`config.mk`:
```
export PLATFORM = sky130hd
export DESIGN_NAME = uhea_top
export DESIGN_NICKNAME = d
export VERILOG_FILES = /design/src/core/uhea_pkg.sv /design/src/core/uhea_top.sv
export SDC_FILE = /design/constraint.sdc
export NUM_CORES = 1
export LEC_CHECK = 0
export CAP_MARGIN = 0
export CORE_AREA = 2 2 307 309
export CTS_CLUSTER_DIAMETER = 120
export CTS_CLUSTER_SIZE = 8
export DETAILED_ROUTE_END_ITERATION = 12
export DIE_AREA = 0 0 309 311
export DONT_BUFFER_PORTS = 1
export PLACE_DENSITY = 0.49
export SYNTH_ARGS = -nofsm -noshare
export SYNTH_HDL_FRONTEND = slang
export SYNTH_SLANG_ARGS = --single-unit
export TNS_END_PERCENT = 5
```
`constraint.sdc`:
```
create_clock -name REF_CLK_I -period 14 [get_ports REF_CLK_I]
set_clock_uncertainty 0.1 [all_clocks]
set_input_delay 2.8 -clock REF_CLK_I [delete_from_list [all_inputs] [get_ports REF_CLK_I]]
set_output_delay 2.8 -clock REF_CLK_I [all_outputs]
set_load 0.005 [all_outputs]
```
`src/core/uhea_pkg.sv`:
```
// Constants and types of the host endpoint attribute block
//----------------------------------------------------------
//----------------------------------------------------------
package uhea_pkg;
   // Byte offsets of the register map
   localparam logic [11:0] A_NAK0 = 12'h000;
   localparam logic [11:0] A_CAP = 12'h004;
   localparam logic [11:0] A_DEV = 12'h008;
   localparam logic [11:0] A_HALT = 12'h00C;
   localparam logic [11:0] A_TXTYPE = 12'h010;
   localparam logic [11:0] A_RXTYPE = 12'h030;
   localparam logic [11:0] A_TXINT = 12'h050;
   localparam logic [11:0] A_RXINT = 12'h070;
   localparam logic [11:0] A_DATA = 12'h100;
   localparam logic [11:0] A_STEP = 12'h004;
   // Field positions and reset values
   localparam int DEV_ROLE = 7;
   localparam int DEV_HREQ = 1;
   localparam int DEV_SESS = 0;
   localparam logic [7:0] CAP_RESET = 8'h06;
   localparam logic [7:0] EXP_MAX = 8'h10;
   localparam int NCH = 9;
   localparam logic [1:0] RESP_OKAY = 2'h0;
   localparam logic [1:0] RESP_SLVERR = 2'h2;
   // Target speed and transaction protocol codes
   typedef enum logic [1:0] {SPD_ILLEGAL, SPD_HIGH, SPD_FULL, SPD_LOW} uhea_speed_e;
   typedef enum logic [1:0] {PR_CTRL, PR_ISO, PR_BULK, PR_INTR} uhea_protocol_select_e;
   // One type register as seen by the transaction engine
   typedef struct packed
   {
      uhea_speed_e speed;
      uhea_protocol_select_e protocol_select;
      logic [3:0] target_ep;
   } uhea_type_s;
   // Decoded timer setting of one channel
   typedef struct packed
   {
      logic en;
      logic nak;
      logic [15:0] lim;
   } uhea_tmr_s;
endpackage

```
`src/core/uhea_top.sv`:
```
// Host endpoint attributes, interval timers and data ports
//
// The register offsets and the AXI4-Lite slave port were left to the implementer.
`timescale 1ns/1ps
module uhea_top
   import uhea_pkg::*;
(
   input wire logic REF_CLK_I,
   input wire logic RSTN_I,
   input wire logic AXI_AWVALID_I,
   output logic AXI_AWREADY_O,
   input wire logic [11:0] AXI_AWADDR_I,
   input wire logic AXI_WVALID_I,
   output logic AXI_WREADY_O,
   input wire logic [31:0] AXI_WDATA_I,
   input wire logic [3:0] AXI_WSTRB_I,
   output logic AXI_BVALID_O,
   input wire logic AXI_BREADY_I,
   output logic [1:0] AXI_BRESP_O,
   input wire logic AXI_ARVALID_I,
   output logic AXI_ARREADY_O,
   input wire logic [11:0] AXI_ARADDR_I,
   output logic AXI_RVALID_O,
   input wire logic AXI_RREADY_I,
   output logic [31:0] AXI_RDATA_O,
   output logic [1:0] AXI_RRESP_O,
   input wire logic FRAME_TICK_I,
   input wire logic [8:0] NAK_I,
   input wire logic [8:0] XFER_OK_I,
   output logic [8:0] POLL_O,
   output logic [8:0] HALT_O,
   output uhea_pkg::uhea_type_s [4:0] TX_TYPE_O,
   output uhea_pkg::uhea_type_s [4:0] RX_TYPE_O,
   output logic [4:0] TX_VALID_O,
   input wire logic [4:0] TX_READY_I,
   output logic [31:0] TX_DATA_O,
   input wire logic [4:0] RX_VALID_I,
   input wire logic [4:0][31:0] RX_DATA_I,
   output logic [4:0] RX_READY_O,
   input wire logic B_SIDE_I,
   output logic SESSION_O,
   output logic HOST_REQ_O
);
   import uhea_pkg::*;

   //----------------------------------------------------------
   // State
   //----------------------------------------------------------
   typedef struct packed
   {
      logic [7:0] nak0;            // Control endpoint limit
      uhea_type_s [4:0] txt;       // Transmit type per endpoint
      uhea_type_s [4:0] rxt;       // Receive type per endpoint
      logic [3:0][7:0] txi;        // Transmit interval, ep 1-4
      logic [3:0][7:0] rxi;        // Receive interval, ep 1-4
      logic sess;                  // Session request
      logic hreq;                  // Host negotiation request
      logic b0;                    // Role pin, first stage
      logic b1;                    // Role pin, synchronised
      logic [NCH-1:0] halt;        // Halted channels
      logic [NCH-1:0] streak;      // NAK stream running
      logic [NCH-1:0] poll;        // Poll pulses
      logic [NCH-1:0][15:0] cnt;   // Frame counters
      logic aw_got;                // Write address held
      logic w_got;                 // Write data held
      logic [11:0] awa;
      logic [31:0] wd;
      logic [3:0] ws;
      logic bvalid;
      logic [1:0] bresp;
      logic rvalid;
      logic [31:0] rdata;
      logic [1:0] rresp;
      logic [4:0] tx_pend;         // Push waiting for FIFO
      logic [31:0] tx_data;
      logic [4:0] rx_pop;          // Pop pulses
   } uhea_state_s;

   uhea_state_s st_r;
   uhea_state_s st_nxt;
   uhea_tmr_s cfg;                 // Timer setting in the loop
   logic hit;                      // Write address decoded
   logic [11:0] ra;                // Read address

   //----------------------------------------------------------
   // Timer decode
   //----------------------------------------------------------
   // Turns type and interval into enable, mode and frame limit.
   // Exponents above 16 clamp so the counter never overflows.
   function automatic uhea_tmr_s tmr_cfg(input uhea_type_s t,
                                         input logic [7:0] v,
                                         input logic ctl);
      uhea_tmr_s r;
      logic [7:0] mc;
      logic [3:0] sh;
      logic [15:0] pw;
      r = '0;
      mc = (v > EXP_MAX) ? EXP_MAX : v;
      sh = (mc == 8'h00) ? 4'h0 : 4'(mc - 8'h01);
      pw = 16'h0001 << sh;
      if (ctl || t.protocol_select == PR_BULK)
      begin
         r.nak = 1'b1;
         r.en = (mc >= 8'h02);
         r.lim = pw;
      end
      else if (t.protocol_select == PR_INTR && t.speed != SPD_HIGH)
      begin
         r.en = (v != 8'h00);
         r.lim = {8'h00, v};
      end
      else if (t.protocol_select != PR_CTRL)
      begin
         r.en = (mc != 8'h00);
         r.lim = pw;
      end
      return r;
   endfunction

   //----------------------------------------------------------
   // Next state
   //----------------------------------------------------------
   // Bus slave first, timers after, so a halt set in the same
   // cycle as a software clear survives.
   always_comb
   begin
      st_nxt = st_r;
      hit = 1'b0;
      cfg = '0;
      ra = AXI_ARADDR_I;
      st_nxt.b0 = B_SIDE_I;
      st_nxt.b1 = st_r.b0;
      st_nxt.poll = '0;
      st_nxt.rx_pop = '0;
      // Capture address and data in either order
      if (AXI_AWVALID_I && AXI_AWREADY_O)
      begin
         st_nxt.aw_got = 1'b1;
         st_nxt.awa = AXI_AWADDR_I;
      end
      if (AXI_WVALID_I && AXI_WREADY_O)
      begin
         st_nxt.w_got = 1'b1;
         st_nxt.wd = AXI_WDATA_I;
         st_nxt.ws = AXI_WSTRB_I;
      end
      // Perform the write once both halves are held and no push is pending
      if (st_r.aw_got && st_r.w_got && st_r.tx_pend == 5'h00)
      begin
         st_nxt.aw_got = 1'b0;
         st_nxt.w_got = 1'b0;
         unique case (st_r.awa)
            A_NAK0:
            begin
               hit = 1'b1;
               if (st_r.ws[0])
                  st_nxt.nak0 = {3'h0, st_r.wd[4:0]};
            end
            A_CAP: hit = 1'b1;
            A_DEV:
            begin
               hit = 1'b1;
               // Role bit stays read-only
               if (st_r.ws[0])
               begin
                  st_nxt.sess = st_r.wd[DEV_SESS];
                  st_nxt.hreq = st_r.wd[DEV_HREQ];
               end
            end
            A_HALT:
            begin
               hit = 1'b1;
               // Write one to clear, which also clears the flag
               st_nxt.halt = st_r.halt & ~st_r.wd[NCH-1:0];
            end
            default: hit = 1'b0;
         endcase
         for (int e = 0; e < 5; e++)
         begin
            if (st_r.awa == A_TXTYPE + 12'(e * 4))
            begin
               hit = 1'b1;
               if (st_r.ws[0])
                  st_nxt.txt[e] = uhea_type_s'(st_r.wd[7:0]);
            end
            if (st_r.awa == A_RXTYPE + 12'(e * 4))
            begin
               hit = 1'b1;
               if (st_r.ws[0])
                  st_nxt.rxt[e] = uhea_type_s'(st_r.wd[7:0]);
            end
            // Endpoint 0 has no interval slot
            if (e > 0 && st_r.awa == A_TXINT + 12'(e * 4))
            begin
               hit = 1'b1;
               if (st_r.ws[0])
                  st_nxt.txi[e-1] = st_r.wd[7:0];
            end
            if (e > 0 && st_r.awa == A_RXINT + 12'(e * 4))
            begin
               hit = 1'b1;
               if (st_r.ws[0])
                  st_nxt.rxi[e-1] = st_r.wd[7:0];
            end
            if (st_r.awa == A_DATA + 12'(e * 4))
            begin
               hit = 1'b1;
               st_nxt.tx_pend[e] = 1'b1;
               st_nxt.tx_data = st_r.wd;
            end
         end
         // Data port writes answer only after the push
         if (!hit || st_r.awa < A_DATA || st_r.awa >= A_DATA + 12'h014)
         begin
            st_nxt.bvalid = 1'b1;
            st_nxt.bresp = hit ? RESP_OKAY : RESP_SLVERR;
         end
      end
      // A full FIFO stalls the response, which stalls the master
      if (|(st_r.tx_pend & TX_READY_I))
      begin
         st_nxt.tx_pend = 5'h00;
         st_nxt.bvalid = 1'b1;
         st_nxt.bresp = RESP_OKAY;
      end
      if (st_r.bvalid && AXI_BREADY_I)
         st_nxt.bvalid = 1'b0;
      // Read: answer the cycle after the address is taken
      if (AXI_ARVALID_I && AXI_ARREADY_O)
      begin
         st_nxt.rvalid = 1'b1;
         st_nxt.rresp = RESP_OKAY;
         st_nxt.rdata = 32'h0000_0000;
         unique case (ra)
            A_NAK0: st_nxt.rdata[7:0] = st_r.nak0;
            A_CAP: st_nxt.rdata[7:0] = CAP_RESET;
            A_DEV:
            begin
               st_nxt.rdata[DEV_ROLE] = st_r.b1;
               st_nxt.rdata[DEV_HREQ] = st_r.hreq;
               st_nxt.rdata[DEV_SESS] = st_r.sess;
            end
            A_HALT: st_nxt.rdata[NCH-1:0] = st_r.halt;
            default: st_nxt.rresp = RESP_SLVERR;
         endcase
         for (int e = 0; e < 5; e++)
         begin
            if (ra == A_TXTYPE + 12'(e * 4))
            begin
               st_nxt.rresp = RESP_OKAY;
               st_nxt.rdata[7:0] = st_r.txt[e];
            end
            if (ra == A_RXTYPE + 12'(e * 4))
            begin
               st_nxt.rresp = RESP_OKAY;
               st_nxt.rdata[7:0] = st_r.rxt[e];
            end
            if (e > 0 && ra == A_TXINT + 12'(e * 4))
            begin
               st_nxt.rresp = RESP_OKAY;
               st_nxt.rdata[7:0] = st_r.txi[e-1];
            end
            if (e > 0 && ra == A_RXINT + 12'(e * 4))
            begin
               st_nxt.rresp = RESP_OKAY;
               st_nxt.rdata[7:0] = st_r.rxi[e-1];
            end
            // Empty FIFO reads zero and pops nothing
            if (ra == A_DATA + 12'(e * 4))
            begin
               st_nxt.rresp = RESP_OKAY;
               if (RX_VALID_I[e])
               begin
                  st_nxt.rdata = RX_DATA_I[e];
                  st_nxt.rx_pop[e] = 1'b1;
               end
            end
         end
      end
      else if (st_r.rvalid && AXI_RREADY_I)
         st_nxt.rvalid = 1'b0;
      // Channel timers: 0 control, 1-4 transmit, 5-8 receive
      for (int c = 0; c < NCH; c++)
      begin
         if (c == 0)
            cfg = tmr_cfg(st_r.txt[0], st_r.nak0, 1'b1);
         else if (c < 5)
            cfg = tmr_cfg(st_r.txt[c], st_r.txi[c-1], 1'b0);
         else
            cfg = tmr_cfg(st_r.rxt[c-4], st_r.rxi[c-5], 1'b0);
         if (!cfg.en || st_r.halt[c])
         begin
            st_nxt.cnt[c] = 16'h0000;
            st_nxt.streak[c] = 1'b0;
         end
         else if (cfg.nak)
         begin
            // Any non-NAK answer ends the stream
            if (XFER_OK_I[c])
            begin
               st_nxt.streak[c] = 1'b0;
               st_nxt.cnt[c] = 16'h0000;
            end
            else
            begin
               // Idle stream holds the counter at zero, so a count left
               // over from polling never shortens the first NAK limit
               if (!st_r.streak[c])
                  st_nxt.cnt[c] = 16'h0000;
               if (NAK_I[c])
                  st_nxt.streak[c] = 1'b1;
               if (FRAME_TICK_I && st_r.streak[c])
               begin
                  if ({1'b0, st_r.cnt[c]} + 17'h00001 >= {1'b0, cfg.lim})
                  begin
                     st_nxt.halt[c] = 1'b1;
                     st_nxt.streak[c] = 1'b0;
                     st_nxt.cnt[c] = 16'h0000;
                  end
                  else
                     st_nxt.cnt[c] = st_r.cnt[c] + 16'h0001;
               end
            end
         end
         else if (FRAME_TICK_I)
         begin
            // Polling: one pulse every lim frames
            if ({1'b0, st_r.cnt[c]} + 17'h00001 >= {1'b0, cfg.lim})
            begin
               st_nxt.poll[c] = 1'b1;
               st_nxt.cnt[c] = 16'h0000;
            end
            else
               st_nxt.cnt[c] = st_r.cnt[c] + 16'h0001;
         end
      end
   end

   //----------------------------------------------------------
   // Registers and outputs
   //----------------------------------------------------------
   // All control state starts at zero
   always_ff @(posedge REF_CLK_I or negedge RSTN_I)
   begin
      if (!RSTN_I)
         st_r <= '0;
      else
         st_r <= st_nxt;
   end

   assign AXI_AWREADY_O = !st_r.aw_got && !st_r.bvalid;
   assign AXI_WREADY_O = !st_r.w_got && !st_r.bvalid;
   assign AXI_BVALID_O = st_r.bvalid;
   assign AXI_BRESP_O = st_r.bresp;
   assign AXI_ARREADY_O = !st_r.rvalid;
   assign AXI_RVALID_O = st_r.rvalid;
   assign AXI_RDATA_O = st_r.rdata;
   assign AXI_RRESP_O = st_r.rresp;
   assign POLL_O = st_r.poll;
   assign HALT_O = st_r.halt;
   assign TX_TYPE_O = st_r.txt;
   assign RX_TYPE_O = st_r.rxt;
   assign TX_VALID_O = st_r.tx_pend;
   assign TX_DATA_O = st_r.tx_data;
   assign RX_READY_O = st_r.rx_pop;
   assign SESSION_O = st_r.sess;
   assign HOST_REQ_O = st_r.hreq;
endmodule

```
==> results of run 1 <==
[worst max-delay path, delay by kind of cell (launching register included)]
kind	cells	cell delay [ps]
buf+inv	1	100
fa+ha+maj	2	570
simple gates	6	2500
compound gates	7	1730
flops	1	460
xor+xnor	1	80
[final timing paths]
kind	startpoint	end	slack [ps]	depth (start not counted)
min in group asynchronous	RSTN_I	st_r[202]$_DFFE_PN0P_	1780	0
max in group asynchronous	RSTN_I	st_r[86]$_DFFE_PN0P_	10620	0
max reg2reg	st_r[359]$_DFFE_PN0P_	st_r[185]$_DFFE_PN0P_	8370	17
min reg2reg	st_nxt[301]$_DFF_PN0_	st_r[301]$_DFF_PN0_	340	0
min	st_nxt[301]$_DFF_PN0_	st_r[301]$_DFF_PN0_	340	0
max	st_r[359]$_DFFE_PN0P_	st_r[185]$_DFFE_PN0P_	8370	17
[Yosys cell counts (25+ instances only)]
master      n  share of area, %
and3_1     73               1.4
o22ai_1    29              0.56
mux2_2    229               8.0
or3_1      26              0.51
or2_2      25              0.49
nand3_1   157               2.4
a22oi_1    48               1.1
a21o_1     67               1.6
ha_1      189               7.4
nor2_1    221               2.6
xnor2_1    87               2.4
buf_2      32              0.50
a21oi_1   168               2.6
buf_4     179               4.2
and2_1     33              0.64
nand2b_1   56               1.1
nor3_1     88               1.4
nor2b_1    45              0.88
a222oi_1   28              0.87
a22o_1     73               2.0
a31oi_1    32              0.62
dfrtp_1   448                35
xor2_1     47               1.3
inv_1      67              0.78
nand4_1    51              0.99
o21ai_0   135               2.1
clkbuf_1  131               1.5
nand2_1   337               3.9
[state kept, by name, summed over array words and instances, names as in the netlist, 5 cells and up]
name	cells
AXI_RDATA_O	32
POLL_O	8
st_r	270
TX_TYPE_O	40
HALT_O	9
RX_READY_O	5
TX_DATA_O	32
RX_TYPE_O	40
TX_VALID_O	5
[cells by family (layout without fill, tap and decap cells)]
logic type / after synthesis / after routing
AND/OR/NAND/NOR: 1250 / 1250
adder cells (fa/ha/maj): 189 / 189
XOR/XNOR: 134 / 134
multiplexers: 246 / 246
other: 1 / 19
buffers and inverters: 422 / 154
flip-flops: 448 / 448
AO/OA/AOI/OAI: 827 / 827
[where the power goes]
part	total [W]	internal, W	switching (W)
combinational	0.000399	0.000152	0.000248
clock	0.00135	0.000761	0.000592
sequential	0.00154	0.00139	0.000147
total	0.00329	0.00230	0.000987
[metal layers]
metal  vias to the layer above  wire (um)
met3                       225      13940
met4                        34       3830
li1                      12300          -
met1                     13270      50530
met5                         -        194
met2                      1144      50520
[final cells by class]
cell class | instances | share of cell area (%)
clock inverters | 2 | 0.1194
repair buffers | 22 | 0.4925
flip-flops and latches | 448 | 33.44
clock buffers | 62 | 4.563
inverters | 68 | 0.7649
well taps | 1254 | 4.679
diodes | 16 | 0.1194
multi-input cells | 2649 | 55.83
[metrics by stage]
stage | area, um2 | instances | setup slack [ps] | total power, W
floorplan | 32180 | 3519 | 9100 | 0.001792
global placement | 31920 | 4441 | 7976 | 0.001950
detailed placement | 31920 | 4441 | 7970 | 0.001955
CTS | 33490 | 4505 | 8523 | 0.003331
global route | 33510 | 4512 | 8094 | 0.003421
finish | 33530 | 4521 | 8369 | 0.003290
==> impl_metrics.toml, run 1 <==
[status]
outcome = "finished with violations"
violations = "design-rule violations, max-slew violations"

[global_route]
use_met3_pct = 9.781
grt_pass1_vias = 25520
grt-busiest-layer = "met2"
antenna_found_initial = 36
grt_pass1_wl_mm = 174.3
grt_overflow = 0
grtUsageMet2_pct = 35.27
gr-usage-met1_pct = 32.15
grt_max_degree = 449
gr-usage-all-layers_pct = 24.09

[place]
port_buffers = 0
dp_hpwl_mm = 89.10
place_congestion = 0.9830

[yosys]
ys_seq_area_share_pct = 34.84
async_reset_ff_share_pct = 100.0
synth_edf_count = 0
synthesis.area_um2 = 32170
synth_warnings = 0
synth_cell_types = 103
netlist_instances = 3517
yosys.area_share.xor_xnor_pct = 3.648
synth_fa_ha_area_share_pct = 7.350
synth_compound_area_share_pct = 18.20
syn_area_per_cell_um2 = 9.148
synthSimpleGateAreaFrac_pct = 20.20
synth_top_family_by_area = "simple AND/OR/NAND/NOR gates"
synth.mux.area_fraction_pct = 8.544
synth-seq-cells = 448
synth_ff_type = "dfrtp_1"

[cells_and_area]
mostFrequentLayoutCell = "dfrtp_1"
final_cell_mix = "dfrtp_1 (447), nand2_1 (337), mux2_2 (229)"
drive_above_1_share_pct = 12.52
utilization_pct = 36.15
regArea_um2 = 11210
multiInputGateArea_um2 = 18720
fill_cells = 9643
area_growth_pct = 4.227
final_nets = 3696

[floorplan]
chipWidth_um = 309
core-area_um2 = 92770
dieArea_um2 = 96100
start_util_pct = 34.68
fp.dieH_um = 311
boundaryPins = 440
row_count = 112

[sta]
max_slew_margin_pct = -12.94
fin_crit_ps = 5631
tightest_slew_ps = 1694
rsz0062_at_grt = "no"
tns_ps = 0
setup_violations = 0
hold-worst-slack_ps = 343.7
fmax_mhz = 177.6
hold_viol_final = 0
drv_slew = 144
post-route-period-util_pct = 40.22

[drt]
postRouteAntennaNets = 0
routed_wl_mm = 119.0
vias_per_cell = 5.967
wire_per_inst_um = 26.32
routed-via-count = 26980
route.detailed.drc = 1
dr.first_iter.drc_count = 2782
first_pass_iters = 12

[min_path]
hold_class = "reg -> reg"

[power]
p_leak_nw = 14.79
power_density_nw_per_um2 = 98.12
vdd_drop_max_mv = 0.1145

[critical_path]
crit_path_start_kind = "flip-flop"
cpPeakStageDelay_ps = 900
worstPathRequired_ps = 14470
crit_chain = "nor4_1 > nand2_1 > ha_1 > inv_1 > xnor2_1 > a21oi_1 > nand4_1 > o21ai_0 > nand2_1 > ha_1 > a21o_1 > a21o_1 > a21o_1 > a22o_1 > nor3_2 > nand3b_1 > a21oi_1"
cp_slowest_cell = "nor4_1"
crit_path_end_kind = "flip-flop"
crit_top_cell = "a21o_1"
critPathMaxFanout = 15
critPathArrivalTime_ps = 6100
path_class = "reg -> reg"

[cts]
ctsRootBufferMaster = "clkbuf_16"
cts_inserted_buffers = 61
clkTransAtPathRegs_ps = 50
post_cts_buffers = 0
clk_latency_ps = 660
htreeDepth = 2
cts.sinks = 448
cts_buffer_depth = 3
cts_tree = "done"
ctsResizeCount = 0
cts_hold_buf = 0

[flow_run]
cap_violations = 0
Note: power is estimated with default switching activity, not from simulation.
==> inputs of run 2 (changes only) <==
--- a/config.mk
+++ b/config.mk
@@ -5,14 +5,15 @@
 export SDC_FILE = /design/constraint.sdc
 export NUM_CORES = 1
 export LEC_CHECK = 0
+export ABC_AREA = 1
 export CAP_MARGIN = 0
-export CORE_AREA = 2 2 307 309
+export CORE_AREA = 2 2 305 307
 export CTS_CLUSTER_DIAMETER = 120
 export CTS_CLUSTER_SIZE = 8
 export DETAILED_ROUTE_END_ITERATION = 12
-export DIE_AREA = 0 0 309 311
+export DIE_AREA = 0 0 307 309
 export DONT_BUFFER_PORTS = 1
-export PLACE_DENSITY = 0.49
+export PLACE_DENSITY = 0.5
 export SYNTH_ARGS = -nofsm -noshare
 export SYNTH_HDL_FRONTEND = slang
 export SYNTH_SLANG_ARGS = --single-unit
==> constraint.sdc (replaced) <==
create_clock -name REF_CLK_I -period 4.8 [get_ports REF_CLK_I]
set_clock_uncertainty 0.1 [all_clocks]
set_input_delay 0.96 -clock REF_CLK_I [delete_from_list [all_inputs] [get_ports REF_CLK_I]]
set_output_delay 0.96 -clock REF_CLK_I [all_outputs]
set_load 0.005 [all_outputs]
==> impl_metrics.toml, run 2 <==
[status]
outcome = "finished with violations"
violations = "negative hold slack"

[yosys]
synth_edf_count = 0
synth_compound_area_share_pct = 16.89
synth.mux.area_fraction_pct = 0.4337
ys_seq_area_share_pct = 35.33
netlist_top_cells_area = "dfrtp_1 (35%), nand2_1 (9.3%), inv_1 (9.1%)"
synthSimpleGateAreaFrac_pct = 22.30
synth-seq-cells = 448
synth_cell_types = 64
yosys.area_share.xor_xnor_pct = 2.622
yosys-top-cells-count = "nand2_1 (786), inv_1 (770), dfrtp_1 (448)"
synth_warnings = 0
yosys.area.top_type = "dfrtp_1"
synth_top_family_by_area = "simple AND/OR/NAND/NOR gates"
async_reset_ff_share_pct = 100.0
synth_fa_ha_area_share_pct = 7.452
synth_top_area_share_pct = 35.33
syn_area_per_cell_um2 = 7.278
synthesis.area_um2 = 31730
yosys.cell_count.top_type = "nand2_1"
synth_ff_type = "dfrtp_1"
netlist_instances = 4360

[sta]
post-route-period-util_pct = 94.82
max_slew_margin_pct = 21.58
fin_crit_ps = 4551
hold_viol_final = 6
fin_ws_ps = 248.8
hold-worst-slack_ps = -32.81
setup_violations = 0
fmax_mhz = 219.7
rsz0062_at_grt = "yes"
tns_ps = 0
drv_slew = 0
tightest_slew_ps = 1176

[cts]
cts_inserted_buffers = 61
clk_latency_ps = 700
cts_buffer_depth = 3
htreeDepth = 2
clkTransAtPathRegs_ps = 60
cts.sinks = 448
cts_tree = "done"
ctsRootBufferMaster = "clkbuf_16"

[critical_path]
worstPathRequired_ps = 5210
critPathArrivalTime_ps = 4960
crit_path_end_kind = "flip-flop"
cpPeakStageDelay_ps = 390
path_buf_inv = 8
crit_path_start_kind = "flip-flop"
crit_top_cell = "inv_1"
cp_slowest_cell = "dfrtp_1"
critPathMaxFanout = 6
path_class = "reg -> reg"
crit_family = "compound AO/OA/AOI/OAI gates"

[drt]
wire_per_inst_um = 21.62
route.detailed.drc = 0
postRouteAntennaNets = 0
dr.first_iter.drc_count = 2146
routed-via-count = 28730
first_pass_iters = 6
routed_wl_mm = 118.3
vias_per_cell = 5.250

[floorplan]
dieArea_um2 = 94860
boundaryPins = 440
start_util_pct = 34.72
fp.dieH_um = 309
chipWidth_um = 307
row_count = 111
core-area_um2 = 91390

[power]
vdd_drop_max_mv = 0.2511
finalPower_w = 0.009545
power_density_nw_per_um2 = 277.0
p_leak_nw = 16.64

[place]
place_congestion = 0.9159
dp.cells = 5384
pre_cts_slack_ps = 129.0
place_area_um2 = 32390
dp_hpwl_mm = 90.49
port_buffers = 0

[global_route]
grt_pass1_vias = 27490
antenna_found_initial = 23
grt_pass1_wl_mm = 173.4
gr-usage-all-layers_pct = 24.22
grt_max_degree = 449
grt_overflow = 0

[cells_and_area]
final_nets = 4720
top_register = "st_r"
largest_reg_flops = 270
drive_above_1_share_pct = 7.673
layout.cells.non_filler = 5473
final_cell_mix = "nand2_1 (783), inv_1 (763), dfrtp_1 (448)"
mostFrequentLayoutCell = "nand2_1"
fin_area_um2 = 34460
fill_cells = 9647
area_growth_pct = 8.588

[min_path]
hold_class = "in -> async"

[flow_run]
cap_violations = 0
==> run 2: through the flow <==
stage               hold slack, ps  util (%)
finish                      -32.81     37.71
global route                -112.6     37.70
CTS                         -126.0     37.21
detailed placement           234.7     35.44
global placement             234.8     35.44
floorplan                    231.2         -
==> run 2: final cells by class <==
type                       count  area (um2)  area share (%)
antenna                       12       30.03         0.08715
clock buffer                  61        1526           4.430
clock inverter                 3       90.09          0.2614
inverter                     784        2943           8.541
multi-input combinational   2842       16140           46.83
sequential                   448       11210           32.54
tap                         1186        1484           4.307
timing repair buffer         137        1036           3.007
==> run 2: power by group <==
| part | switching (W) | total [W] | leakage, nW | internal, W |
|---|---|---|---|---|
| Sequential | 0.000178 | 0.00419 | 6.06 | 0.00401 |
| Clock | 0.00180 | 0.00403 | 0.786 | 0.00223 |
| Combinational | 0.00102 | 0.00133 | 9.79 | 0.000307 |
| Total | 0.00300 | 0.00954 | 16.6 | 0.00655 |
==> run 2: what timing repair did <==
item / in CTS / in global routing
setup endpoints to repair: 0 / 140
endpoints found under the hold margin: 448 / 277
gates resized for setup: 0 / 87
buffers inserted: 0 / 10
==> run 2: final timing paths <==
kind	startpoint	to	slack (ps)	cells after the start
worst max-delay path	st_r[346]$_DFFE_PN0P_	st_r[171]$_DFFE_PN0P_	250	26
worst max register to register	st_r[346]$_DFFE_PN0P_	st_r[171]$_DFFE_PN0P_	250	26
min in group REF_CLK_I	B_SIDE_I	st_nxt[301]$_DFF_PN0_	200	0
max in group asynchronous	RSTN_I	AXI_RDATA_O[21]$_DFFE_PN0P_	3770	0
worst min-delay path	RSTN_I	st_r[176]$_DFFE_PN0P_	-30	0
worst min register to register	st_nxt[301]$_DFF_PN0_	st_r[301]$_DFF_PN0_	250	0
==> run 2: layer usage <==
metal | vias up | track usage [%] | share of wire [%]
met3 | 178 | 5.961 | 8.0
met5 | - | 0 | 0.030
met1 | 13540 | 30.49 | 42
met4 | 6 | 8.849 | 3.6
li1 | 14080 | - | -
met2 | 929 | 40.22 | 46
==> run 2: kinds of logic (layout without fill, tap and decap cells) <==
family	count (synthesis)	after routing
and+or+nand+nor	1624	1626
buffers and inverters	1074	985
AOI/OAI and AO/OA	916	916
DFF	448	448
adders and majority gates	189	189
xor gates and xnor gates	95	95
muxes	13	13
other	1	15
==> run 2: worst reg2reg max path, cell delays in order (launching register included) <==
cell and delay, ps:
dfrtp_1 390, nor3_2 200, inv_1 60, nor2_1 120, inv_1 80, o21ai_2 150
inv_1 80, nor2_2 140, inv_1 100, ha_1 180, nand3_1 100, inv_1 100
nor3_1 200, inv_1 90, o31ai_1 230, o211ai_1 170, ha_1 340, nand4_1 200
o41ai_2 250, o31ai_1 100, a21oi_1 150, inv_1 50, a31o_2 210, o211ai_1 100
nand3b_1 210, buf_4 180, o22ai_1 70
